$ cat config.mk
export PLATFORM = sky130hd
export DESIGN_NAME = mrp_mem_port
export DESIGN_NICKNAME = d
export VERILOG_FILES = /design/src/shared/mrp_pkg.sv /design/src/hw/mrp_ctl_ram.sv /design/src/hw/mrp_mem_port.sv
export SDC_FILE = /design/constraint.sdc
export NUM_CORES = 2
export LEC_CHECK = 0
export ABC_AREA = 0
export BUFFER_PORTS_ARGS = -buffer_cell sky130_fd_sc_hd__buf_2
export CORE_MARGIN = 3
export CORE_UTILIZATION = 50
export CTS_CLUSTER_DIAMETER = 30
export DETAILED_ROUTE_END_ITERATION = 7
export PLACE_DENSITY = 0.67
export SKIP_LAST_GASP = 1
export SLEW_MARGIN = 20
export SYNTH_ARGS = -nofsm -noshare
export SYNTH_HDL_FRONTEND = slang
export SYNTH_SLANG_ARGS = --single-unit
export TNS_END_PERCENT = 100
$ cat constraint.sdc
create_clock -name ref_clk -period 13.05 [get_ports ref_clk]
set_input_delay 0.6525 -clock ref_clk [delete_from_list [all_inputs] [get_ports ref_clk]]
set_output_delay 0.6525 -clock ref_clk [all_outputs]
set_load 0.1 [all_outputs]
$ cat src/shared/mrp_pkg.sv
// Shared constants and types for the memory request port interface
package mrp_pkg;

  // ------------------------------------------------------------------
  // Link and port widths
  // ------------------------------------------------------------------
  localparam int PORTS     = 2;
  localparam int ADDR_W    = 48;
  localparam int DATA_W    = 64;
  localparam int CTL_W     = 32;
  localparam int SIZE_W    = 2;
  localparam int OFF_W     = 3;
  localparam int CMD_W     = 2;
  localparam int LINK_MHZ  = 300;
  localparam int PORT_MHZ  = 150;

  // ------------------------------------------------------------------
  // Request commands and sizes
  // ------------------------------------------------------------------
  localparam logic [CMD_W-1:0]  CMD_LOAD   = 2'h0;
  localparam logic [CMD_W-1:0]  CMD_STORE  = 2'h1;
  localparam logic [CMD_W-1:0]  CMD_FENCE  = 2'h2;
  localparam logic [SIZE_W-1:0] SIZE_BYTE  = 2'h0;
  localparam logic [SIZE_W-1:0] SIZE_WORD  = 2'h1;
  localparam logic [SIZE_W-1:0] SIZE_DWORD = 2'h2;
  localparam logic [SIZE_W-1:0] SIZE_QWORD = 2'h3;

  // ------------------------------------------------------------------
  // Request queue entry layout
  // ------------------------------------------------------------------
  localparam int E_DATA_LSB = 0;
  localparam int E_ADDR_LSB = E_DATA_LSB + DATA_W;
  localparam int E_SIZE_LSB = E_ADDR_LSB + ADDR_W;
  localparam int E_CMD_LSB  = E_SIZE_LSB + SIZE_W;
  localparam int ENT_W      = E_CMD_LSB + CMD_W;

  // ------------------------------------------------------------------
  // Read control entry layout
  // ------------------------------------------------------------------
  localparam int RC_CTL_LSB  = 0;
  localparam int RC_OFF_LSB  = RC_CTL_LSB + CTL_W;
  localparam int RC_PORT_BIT = RC_OFF_LSB + OFF_W;
  localparam int RC_W        = RC_PORT_BIT + 1;

  // ------------------------------------------------------------------
  // Timing counts in port clock cycles
  // ------------------------------------------------------------------
  localparam int REQ_STOP_CYCLES = 2;
  localparam int RSP_INFLIGHT    = 5;
  localparam int RSP_PIPE        = 2;
  localparam int MAX_FLUSH       = 4;
  localparam int FLUSH_W         = 3;

  // ------------------------------------------------------------------
  // Memory organisation and interleave
  // ------------------------------------------------------------------
  localparam int NUM_MC          = 8;
  localparam int DIMM_PER_MC     = 2;
  localparam int SUBBUS_PER_DIMM = 8;
  localparam int BANK_PER_SUBBUS = 8;
  localparam int NUM_BANKS = NUM_MC * DIMM_PER_MC * SUBBUS_PER_DIMM * BANK_PER_SUBBUS;
  localparam logic IL_BINARY = 1'b0;
  localparam logic IL_3131   = 1'b1;

  // Arbitration turn between even and odd ports
  typedef enum logic [1:0] {
    TURN_EVEN = 2'b01,
    TURN_ODD  = 2'b10
  } mrp_turn_t;

endpackage : mrp_pkg

$ cat src/hw/mrp_ctl_ram.sv
// Read control buffer memory with registered read data
`timescale 1ns/100ps
`default_nettype none
module mrp_ctl_ram #(
  parameter int WIDTH = 38,
  parameter int DEPTH = 16
) (
  input  wire logic                     ref_clk,
  input  wire logic                     reset_n,
  input  wire logic                     wr_en,
  input  wire logic [$clog2(DEPTH)-1:0] wr_addr,
  input  wire logic [WIDTH-1:0]         wr_data,
  input  wire logic [$clog2(DEPTH)-1:0] rd_addr,
  output logic      [WIDTH-1:0]         rd_data
);

  logic [WIDTH-1:0] mem [DEPTH];

  // Storage write
  always_ff @(posedge ref_clk) begin
    if (wr_en) begin
      mem[wr_addr] <= wr_data;
    end
  end

  // Registered read port
  always_ff @(posedge ref_clk or negedge reset_n) begin
    if (!reset_n) begin
      rd_data <= '0;
    end else begin
      rd_data <= mem[rd_addr];
    end
  end

endmodule : mrp_ctl_ram
`default_nettype wire

$ cat src/hw/mrp_mem_port.sv
// Memory request port interface: even/odd ports merged onto one link
// Notes on behaviour
// Two request ports, even and odd, merge onto one shared link channel.
// Store data waits in a FIFO until sent; stores never get responses.
// Load control word queues, then moves to a buffer indexed by transaction id.
// Load response returns low 32 bits of the request's control word.
// Personality issues at most one request per cycle, not while stalled.
// Load, store and fence strobes; fences are handled without personality help.
// Size, address and data are valid with the load or store strobe.
// Narrow stores sit in byte lanes chosen by address offset.
// Narrow stores may be replicated; address stays naturally aligned.
// Personality places a unique tag in low 32 control bits of loads.
// Personality stops a stalled request type within two cycles.
// Responses only for loads, on even or odd response port.
// Load data is right-justified to byte 0 whatever the offset.
// One response per push; up to five more may follow a stall.
// Loads and stores may complete out of issue order.
// A fence lets nothing pass until all earlier requests complete.
// Personality orders same-location accesses via flush or read response.
// Flush completes with a one-cycle pulse after the port's stores finish.
// Personality flushes every port with pending stores and awaits all.
// Personality keeps at most four flushes outstanding per port.
// Memory is eight controllers, two DIMMs, eight sub-buses, eight banks.
// Interleave mode is binary or 31-31, fixed at boot.
// Personality routes each address only to its owning interface.
// Personality asserts at most one request strobe per port per cycle.
`timescale 1ns/100ps
`default_nettype none
module mrp_mem_port #(
  parameter int FIFO_DEPTH = 8,
  parameter int NUM_TID    = 16,
  parameter int OUT_W      = 16
) (
  input  wire logic                       ref_clk,
  input  wire logic                       reset_n,
  input  wire logic                       load_request_e,
  input  wire logic                       store_request_e,
  input  wire logic                       fence_request_e,
  input  wire logic                       flush_request_e,
  input  wire logic [mrp_pkg::SIZE_W-1:0] request_size_e,
  input  wire logic [mrp_pkg::ADDR_W-1:0] request_address_e,
  input  wire logic [mrp_pkg::DATA_W-1:0] write_data_read_control_e,
  output logic                            read_request_stall_e,
  output logic                            write_request_stall_e,
  output logic                            response_push_e,
  output logic      [mrp_pkg::DATA_W-1:0] response_data_e,
  output logic      [mrp_pkg::CTL_W-1:0]  response_read_control_e,
  input  wire logic                       response_stall_e,
  output logic                            flush_complete_e,
  input  wire logic                       load_request_o,
  input  wire logic                       store_request_o,
  input  wire logic                       fence_request_o,
  input  wire logic                       flush_request_o,
  input  wire logic [mrp_pkg::SIZE_W-1:0] request_size_o,
  input  wire logic [mrp_pkg::ADDR_W-1:0] request_address_o,
  input  wire logic [mrp_pkg::DATA_W-1:0] write_data_read_control_o,
  output logic                            read_request_stall_o,
  output logic                            write_request_stall_o,
  output logic                            response_push_o,
  output logic      [mrp_pkg::DATA_W-1:0] response_data_o,
  output logic      [mrp_pkg::CTL_W-1:0]  response_read_control_o,
  input  wire logic                       response_stall_o,
  output logic                            flush_complete_o,
  output logic                            link_req_valid,
  output logic      [mrp_pkg::CMD_W-1:0]  link_req_cmd,
  output logic                            link_req_port,
  output logic      [$clog2(NUM_TID)-1:0] link_req_tid,
  output logic      [mrp_pkg::SIZE_W-1:0] link_req_size,
  output logic      [mrp_pkg::ADDR_W-1:0] link_req_addr,
  output logic      [mrp_pkg::DATA_W-1:0] link_req_data,
  input  wire logic                       link_req_stall,
  input  wire logic                       link_wr_done,
  input  wire logic                       link_wr_done_port,
  input  wire logic                       link_rsp_valid,
  input  wire logic [$clog2(NUM_TID)-1:0] link_rsp_tid,
  input  wire logic [mrp_pkg::DATA_W-1:0] link_rsp_data,
  output logic                            link_rsp_stall,
  input  wire logic                       interleave_select,
  output logic                            link_interleave
);

  localparam int PTR_W = $clog2(FIFO_DEPTH);
  localparam int CNT_W = $clog2(FIFO_DEPTH + 1);
  localparam int TID_W = $clog2(NUM_TID);
  localparam logic [CNT_W-1:0] STALL_AT =
    CNT_W'(FIFO_DEPTH - 1 - mrp_pkg::REQ_STOP_CYCLES);

  // ------------------------------------------------------------------
  // Port gathering
  // ------------------------------------------------------------------
  logic [1:0]                       ld, st, fn, fl;
  logic [1:0][mrp_pkg::SIZE_W-1:0]  rq_size;
  logic [1:0][mrp_pkg::ADDR_W-1:0]  rq_addr;
  logic [1:0][mrp_pkg::DATA_W-1:0]  rq_data;
  logic [mrp_pkg::ENT_W-1:0]        fifo_mem [2][FIFO_DEPTH];
  logic [1:0][PTR_W-1:0]            wp_r, wp_nxt, rp_r, rp_nxt;
  logic [1:0][CNT_W-1:0]            cnt_r, cnt_nxt;
  logic [1:0][OUT_W-1:0]            stq_r, stq_nxt, stl_r, stl_nxt, ldl_r, ldl_nxt;
  logic [1:0][mrp_pkg::FLUSH_W-1:0] flp_r, flp_nxt;
  logic [1:0]                       fc_r, fc_nxt, push_r, push_nxt;
  logic [1:0][mrp_pkg::DATA_W-1:0]  rdata_r, rdata_nxt;
  logic [1:0][mrp_pkg::CTL_W-1:0]   rctl_r, rctl_nxt;
  logic [1:0]                       enq, head_v, head_ld, head_st, head_fn;
  logic [1:0]                       can_go, grant, pop, fire, rsp_done, wstall;
  logic [1:0][mrp_pkg::ENT_W-1:0]   head;
  logic [1:0]                       wr_done_p;

  assign ld      = {load_request_o, load_request_e};
  assign st      = {store_request_o, store_request_e};
  assign fn      = {fence_request_o, fence_request_e};
  assign fl      = {flush_request_o, flush_request_e};
  assign rq_size = {request_size_o, request_size_e};
  assign rq_addr = {request_address_o, request_address_e};
  assign rq_data = {write_data_read_control_o, write_data_read_control_e};

  // ------------------------------------------------------------------
  // Transaction id pool
  // ------------------------------------------------------------------
  logic [NUM_TID-1:0] busy_r, busy_nxt;
  logic [TID_W-1:0]   free_tid;
  logic               tid_avail;
  logic               s1_valid_r;
  logic [TID_W-1:0]   s1_tid_r;
  logic [mrp_pkg::DATA_W-1:0] s1_data_r;
  logic [mrp_pkg::RC_W-1:0]   rc_rd;
  logic               ld_grant;

  // Lowest free id
  always_comb begin
    free_tid = '0;
    for (int i = NUM_TID - 1; i >= 0; i--) begin
      if (!busy_r[i]) begin
        free_tid = TID_W'(i);
      end
    end
  end
  assign tid_avail = ~&busy_r;
  assign ld_grant  = |(grant & head_ld);

  // Allocate on load issue, release on response delivery
  always_comb begin
    busy_nxt = busy_r;
    if (s1_valid_r) begin
      busy_nxt[s1_tid_r] = 1'b0;
    end
    if (ld_grant) begin
      busy_nxt[free_tid] = 1'b1;
    end
  end

  // ------------------------------------------------------------------
  // Per-port request queue, counters and flush tracking
  // ------------------------------------------------------------------
  genvar p;
  generate
    for (p = 0; p < mrp_pkg::PORTS; p++) begin : g_port
      assign enq[p]     = ld[p] | st[p] | fn[p];
      assign head[p]    = fifo_mem[p][rp_r[p]];
      assign head_v[p]  = cnt_r[p] != '0;
      assign head_ld[p] = head_v[p] &&
        head[p][mrp_pkg::E_CMD_LSB +: mrp_pkg::CMD_W] == mrp_pkg::CMD_LOAD;
      assign head_st[p] = head_v[p] &&
        head[p][mrp_pkg::E_CMD_LSB +: mrp_pkg::CMD_W] == mrp_pkg::CMD_STORE;
      assign head_fn[p] = head_v[p] &&
        head[p][mrp_pkg::E_CMD_LSB +: mrp_pkg::CMD_W] == mrp_pkg::CMD_FENCE;
      // Fence waits until every earlier request on this port is done
      assign can_go[p]  = head_fn[p] ? (ldl_r[p] == '0 && stl_r[p] == '0) :
                          head_ld[p] ? tid_avail : head_st[p];
      assign pop[p]     = grant[p] | (head_fn[p] & can_go[p]);
      assign wr_done_p[p] = link_wr_done && (link_wr_done_port == 1'(p));
      assign rsp_done[p]  = s1_valid_r && (rc_rd[mrp_pkg::RC_PORT_BIT] == 1'(p));
      assign fire[p]    = flp_r[p] != '0 && stq_r[p] == '0 && stl_r[p] == '0;
      assign wstall[p]  = cnt_r[p] >= STALL_AT;

      // Next queue and counter state
      always_comb begin
        wp_nxt[p]  = wp_r[p] + PTR_W'(enq[p]);
        rp_nxt[p]  = rp_r[p] + PTR_W'(pop[p]);
        cnt_nxt[p] = cnt_r[p] + CNT_W'(enq[p]) - CNT_W'(pop[p]);
        stq_nxt[p] = stq_r[p] + OUT_W'(st[p]) - OUT_W'(grant[p] & head_st[p]);
        stl_nxt[p] = stl_r[p] + OUT_W'(grant[p] & head_st[p]) - OUT_W'(wr_done_p[p]);
        ldl_nxt[p] = ldl_r[p] + OUT_W'(grant[p] & head_ld[p]) - OUT_W'(rsp_done[p]);
        flp_nxt[p] = flp_r[p] + mrp_pkg::FLUSH_W'(fl[p])
                   - mrp_pkg::FLUSH_W'(fire[p]);
        fc_nxt[p]  = fire[p];
      end

      // Queue storage: loads carry their control word here too
      always_ff @(posedge ref_clk) begin
        if (enq[p]) begin
          fifo_mem[p][wp_r[p]] <= {(ld[p] ? mrp_pkg::CMD_LOAD :
                                    st[p] ? mrp_pkg::CMD_STORE : mrp_pkg::CMD_FENCE),
                                   rq_size[p], rq_addr[p], rq_data[p]};
        end
      end
    end
  endgenerate

  assign write_request_stall_e = wstall[0];
  assign write_request_stall_o = wstall[1];
  assign read_request_stall_e  = wstall[0] | ~tid_avail;
  assign read_request_stall_o  = wstall[1] | ~tid_avail;

  // ------------------------------------------------------------------
  // Link arbitration between even and odd ports
  // ------------------------------------------------------------------
  mrp_pkg::mrp_turn_t turn_r, turn_nxt;
  logic [1:0]         want;
  logic               gp;

  assign want = can_go & ~head_fn & {2{~link_req_stall}};
  assign gp   = grant[1];

  // One grant per cycle, alternating when both ports are ready
  always_comb begin
    grant = 2'b00;
    unique case (turn_r)
      mrp_pkg::TURN_EVEN: begin
        grant = want[0] ? 2'b01 : {want[1], 1'b0};
      end
      mrp_pkg::TURN_ODD: begin
        grant = want[1] ? 2'b10 : {1'b0, want[0]};
      end
    endcase
    turn_nxt = grant[0] ? mrp_pkg::TURN_ODD :
               grant[1] ? mrp_pkg::TURN_EVEN : turn_r;
  end

  // ------------------------------------------------------------------
  // Read control buffer and response path
  // ------------------------------------------------------------------
  logic [mrp_pkg::OFF_W-1:0]  s1_off;
  logic [mrp_pkg::DATA_W-1:0] aligned;

  mrp_ctl_ram #(
    .WIDTH (mrp_pkg::RC_W),
    .DEPTH (NUM_TID)
  ) u_ctl_ram (
    .ref_clk (ref_clk),
    .reset_n (reset_n),
    .wr_en   (ld_grant),
    .wr_addr (free_tid),
    .wr_data ({gp, head[gp][mrp_pkg::E_ADDR_LSB +: mrp_pkg::OFF_W],
               head[gp][mrp_pkg::E_DATA_LSB +: mrp_pkg::CTL_W]}),
    .rd_addr (link_rsp_tid),
    .rd_data (rc_rd)
  );

  assign s1_off  = rc_rd[mrp_pkg::RC_OFF_LSB +: mrp_pkg::OFF_W];
  assign aligned = s1_data_r >> {s1_off, 3'h0};
  assign link_rsp_stall = response_stall_e | response_stall_o;

  // Deliver each response on the port that issued its load
  always_comb begin
    for (int i = 0; i < mrp_pkg::PORTS; i++) begin
      push_nxt[i]  = rsp_done[i];
      rdata_nxt[i] = rsp_done[i] ? aligned : rdata_r[i];
      rctl_nxt[i]  = rsp_done[i] ? rc_rd[mrp_pkg::RC_CTL_LSB +: mrp_pkg::CTL_W]
                                 : rctl_r[i];
    end
  end

  assign response_push_e         = push_r[0];
  assign response_push_o         = push_r[1];
  assign response_data_e         = rdata_r[0];
  assign response_data_o         = rdata_r[1];
  assign response_read_control_e = rctl_r[0];
  assign response_read_control_o = rctl_r[1];
  assign flush_complete_e        = fc_r[0];
  assign flush_complete_o        = fc_r[1];

  // ------------------------------------------------------------------
  // Boot-time interleave capture
  // ------------------------------------------------------------------
  logic il_r, il_nxt, il_lock_r;

  // Banks that the captured interleave mode spreads requests over
  localparam int BANKS = mrp_pkg::NUM_BANKS;

  // Sampled once after reset release, then frozen
  always_comb begin
    il_nxt = il_lock_r ? il_r : interleave_select;
  end
  assign link_interleave = il_r;

  // ------------------------------------------------------------------
  // State registers
  // ------------------------------------------------------------------
  always_ff @(posedge ref_clk or negedge reset_n) begin
    if (!reset_n) begin
      wp_r <= '0;
      rp_r <= '0;
      cnt_r <= '0;
      stq_r <= '0;
      stl_r <= '0;
      ldl_r <= '0;
      flp_r <= '0;
      fc_r <= '0;
      push_r <= '0;
      rdata_r <= '0;
      rctl_r <= '0;
      busy_r <= '0;
      turn_r <= mrp_pkg::TURN_EVEN;
      s1_valid_r <= 1'b0;
      s1_tid_r <= '0;
      s1_data_r <= '0;
      il_r <= mrp_pkg::IL_BINARY;
      il_lock_r <= 1'b0;
      link_req_valid <= 1'b0;
      link_req_cmd <= '0;
      link_req_port <= 1'b0;
      link_req_tid <= '0;
      link_req_size <= '0;
      link_req_addr <= '0;
      link_req_data <= '0;
    end else begin
      wp_r <= wp_nxt;
      rp_r <= rp_nxt;
      cnt_r <= cnt_nxt;
      stq_r <= stq_nxt;
      stl_r <= stl_nxt;
      ldl_r <= ldl_nxt;
      flp_r <= flp_nxt;
      fc_r <= fc_nxt;
      push_r <= push_nxt;
      rdata_r <= rdata_nxt;
      rctl_r <= rctl_nxt;
      busy_r <= busy_nxt;
      turn_r <= turn_nxt;
      s1_valid_r <= link_rsp_valid;
      s1_tid_r <= link_rsp_tid;
      s1_data_r <= link_rsp_data;
      il_r <= il_nxt;
      il_lock_r <= 1'b1;
      link_req_valid <= |grant;
      link_req_cmd <= head[gp][mrp_pkg::E_CMD_LSB +: mrp_pkg::CMD_W];
      link_req_port <= gp;
      link_req_tid <= free_tid;
      link_req_size <= head[gp][mrp_pkg::E_SIZE_LSB +: mrp_pkg::SIZE_W];
      link_req_addr <= head[gp][mrp_pkg::E_ADDR_LSB +: mrp_pkg::ADDR_W];
      link_req_data <= head[gp][mrp_pkg::E_DATA_LSB +: mrp_pkg::DATA_W];
    end
  end
endmodule : mrp_mem_port
`default_nettype wire

==> metrics.txt <==
status finished, final reports clean; hold depth 2; clock sink count 2997; Slowest-stage cell, CP dfrtp_4; GPL Wtd Cong 0.8330; Hold-fix buffers, CTS 297; Mapped Nets 6440; Total Routing Usage GR 23.98%; first-pass GRT wire length 425500 um; reg2reg end ldl_r[30]; CP required 13830 ps; Buf+Inv Stages, Crit Path 3; period utilization 51.72%; initial antenna violation count 84; clk_skew 65.46 ps; Critical Path Sink Type flop; WHS Endpoint stq_r[16]; reg2reg setup slack 6300 ps; Reg-to-Reg Start rp_r[0]; drt pass-1 iters 5; Port Buffers 636; CTS tree yes; Max-Cap Viols 0; Avg Cell Area, Syn 19.53 um^2; drt drc 0; Worst-Skew Late Latency 940 ps; ANT nets after route 0; post-DR wirelength/cell 26.28 um; Post-synth top cells edfxtp_1 (2432), mux4_2 (652), dfrtp_1 (564), nand2_1 (313), o21ai_0 (216); Slew HR 21.55%; fraction of layout instances using a drive strength above 1 31.78%; sequential area share after synthesis 74.91%; clk root buf clkbuf_16; vias in the first global route 65640; TNS Setup 0 ps; H-tree Lvls 6; largest area contributor in the netlist edfxtp_1; synth unique cells 66; Die Y 488.4 um; Layout Utilization 63.38%; Worst Hold Class primary input to flop; fin nets 7794; reg2reg path depth 19; Layout area overhead 25.70%; clock period minus worst slack 6749 ps; Num CTS Buffers 570; post-synth top area share 62.76%; DR vias 62220; Die ar. 238600 um^2; Via-to-Cell Ratio 5.735; Data arrival, critical path 7530 ps; post-cts resize count 0; placed wire-length estimate 163800 um; clk buf depth 4; core area 230800 um^2; routed wire length 285100 um; top-count cell post-synth edfxtp_1; max frequency 148.2 MHz; CP max stage delay 860 ps; First DRT Iteration DRCs 5133; Pins Over Slew Limit 0; critical path's top delay family compound AO/OA/AOI/OAI gates; FP Rows 176; # setup viols final 0; # IOs 637; Worst-path clk slew 40 ps; maximum VDD drop 0.2672 mV; width of the die 488.4 um; HP Start store_request_o; Pwr Density 284.1 nW/um^2; share of flip-flops with an asynchronous set or reset 18.85%; Fin. Hold Viols 0; GRT Residual Overflow 0; Initial Util 50.42%; Post-Syn Area 116400 um^2; Post-synth EDFFs 2432; largest net degree at the start of global routing 176; top cells by area, synth edfxtp_1 (63%), mux4_2 (13%), dfrtp_1 (12%); RSZ-0062 raised after global routing false; Mapped Cells 5957; Worst Max-Slew Pin Slew 1168 ps; crit-path max FO 35; startpoint types flop; Top FF cell, synth edfxtp_1; Syn. warnings 0; WS Path Type flop to flop; Leak Pwr 53.31 nW; synthesis-stage register bit count 2997; CP Cell Sequence buf_4, mux4_2, mux2i_1, a2111o_1, or2_1, nand3_4, inv_2, nand2_1, ha_1, inv_1, ha_1, fa_1, a21oi_1, o21bai_1, a2111oi_0, nor3_1, a41oi_1, a21oi_1, o311ai_0; number of setup buffers added after CTS 0
-- cells by family after synthesis --
group / synth area share (%)
other: 0.003223
adder cells (fa/ha/maj): 1.892
AO/OA/AOI/OAI: 3.398
flip-flops: 74.91
AND/OR/NAND/NOR: 2.888
XOR/XNOR: 0.6473
buffers and inverters: 1.460
multiplexers: 14.80
-- layout by cell type (no fill, tap or decap), types with 14 or more instances in the layout --
cell type,Yosys,routed
edfxtp_1,2432,2432
mux4_2,652,652
buf_2,23,633
clkbuf_16,0,584
dfrtp_1,564,555
nand2_1,313,312
dlygate4sd3_1,0,297
o21ai_0,216,216
mux2i_1,195,195
inv_1,169,169
a21oi_1,178,160
ha_1,160,160
nor2b_1,144,144
a211oi_1,135,135
buf_4,0,116
clkinv_2,0,98
bufinv_16,0,72
nor2_1,99,71
clkbuf_1,191,68
diode_2,0,55
mux2_2,52,52
xnor2_1,47,47
clkinvlp_4,0,44
clkbuf_8,0,42
inv_6,0,40
xor2_1,39,39
clkinv_1,0,35
nor3_1,38,34
nand2b_1,34,33
nor2_4,0,28
clkinv_4,0,28
nand3_1,25,25
a21oi_2,0,18
o21bai_1,17,17
a21o_1,14,14
-- sequential cells by signal, indices dropped and copies added (netlist names), 8 cells and up --
signal / count
busy_r: 16
cnt_r: 8
fifo_mem: 1856
ldl_r: 32
link_req_addr: 48
link_req_data: 64
response_data_e: 64
response_data_o: 64
response_read_control_e: 32
response_read_control_o: 32
s1_data_r: 64
stl_r: 32
stq_r: 32
u_ctl_ram.mem: 576
u_ctl_ram.rd_data: 36
-- stage by stage --
stage / area [um^2] / setup WS (ps) / hold WS [ps] / std cells / total power, mW
after detailed placement: 123600 / 6217 / 447.7 / 9465 / 26.99
after global placement: 123600 / 6333 / 446.1 / 9465 / 26.67
after global routing: 146200 / 5745 / 58.29 / 10820 / 43.33
after floorplan: 116400 / 3598 / 356.9 / 5957 / 23.51
final: 146300 / 6301 / 110.9 / 10850 / 41.56
after CTS: 146100 / 6141 / 33.48 / 10790 / 41.89
-- where the power goes --
group | switching [mW] | internal [mW] | total [mW]
combinational | 8.65 | 3.95 | 12.6
sequential | 0.905 | 13.4 | 14.3
clock | 4.78 | 9.87 | 14.6
total | 14.3 | 27.2 | 41.6
-- worst max path at each step --
stage / startpoint / end / slack (ps) / cells past startpoint
after global routing: rp_r[0] / ldl_r[30] / 5740 / 19
final: rp_r[0] / ldl_r[30] / 6300 / 19
after detailed placement: rp_r[0] / ldl_r[30] / 6220 / 19
after global placement: rp_r[0] / ldl_r[30] / 6330 / 19
after floorplan: load_request_o / fifo_mem[0][1740] / 3600 / 4
after CTS: rp_r[0] / ldl_r[30] / 6140 / 19
-- metal layers --
layer  wire, um  global-route usage [%]
met3      21540                   5.644
met5        123                       0
met4       8726                   7.932
met2     142000                   39.66
met1     112700                   31.55
-- area by class of cell --
cell class | count | area (um^2)
antenna | 55 | 137.6
clock buffer | 694 | 15450
clock inverter | 335 | 4059
fill | 15690 | 84510
inverter | 170 | 638.1
multi-input combinational | 2515 | 27820
sequential | 2997 | 87200
tap | 3026 | 3786
timing repair buffer | 1057 | 7187
(Power assumes the default switching activity.)
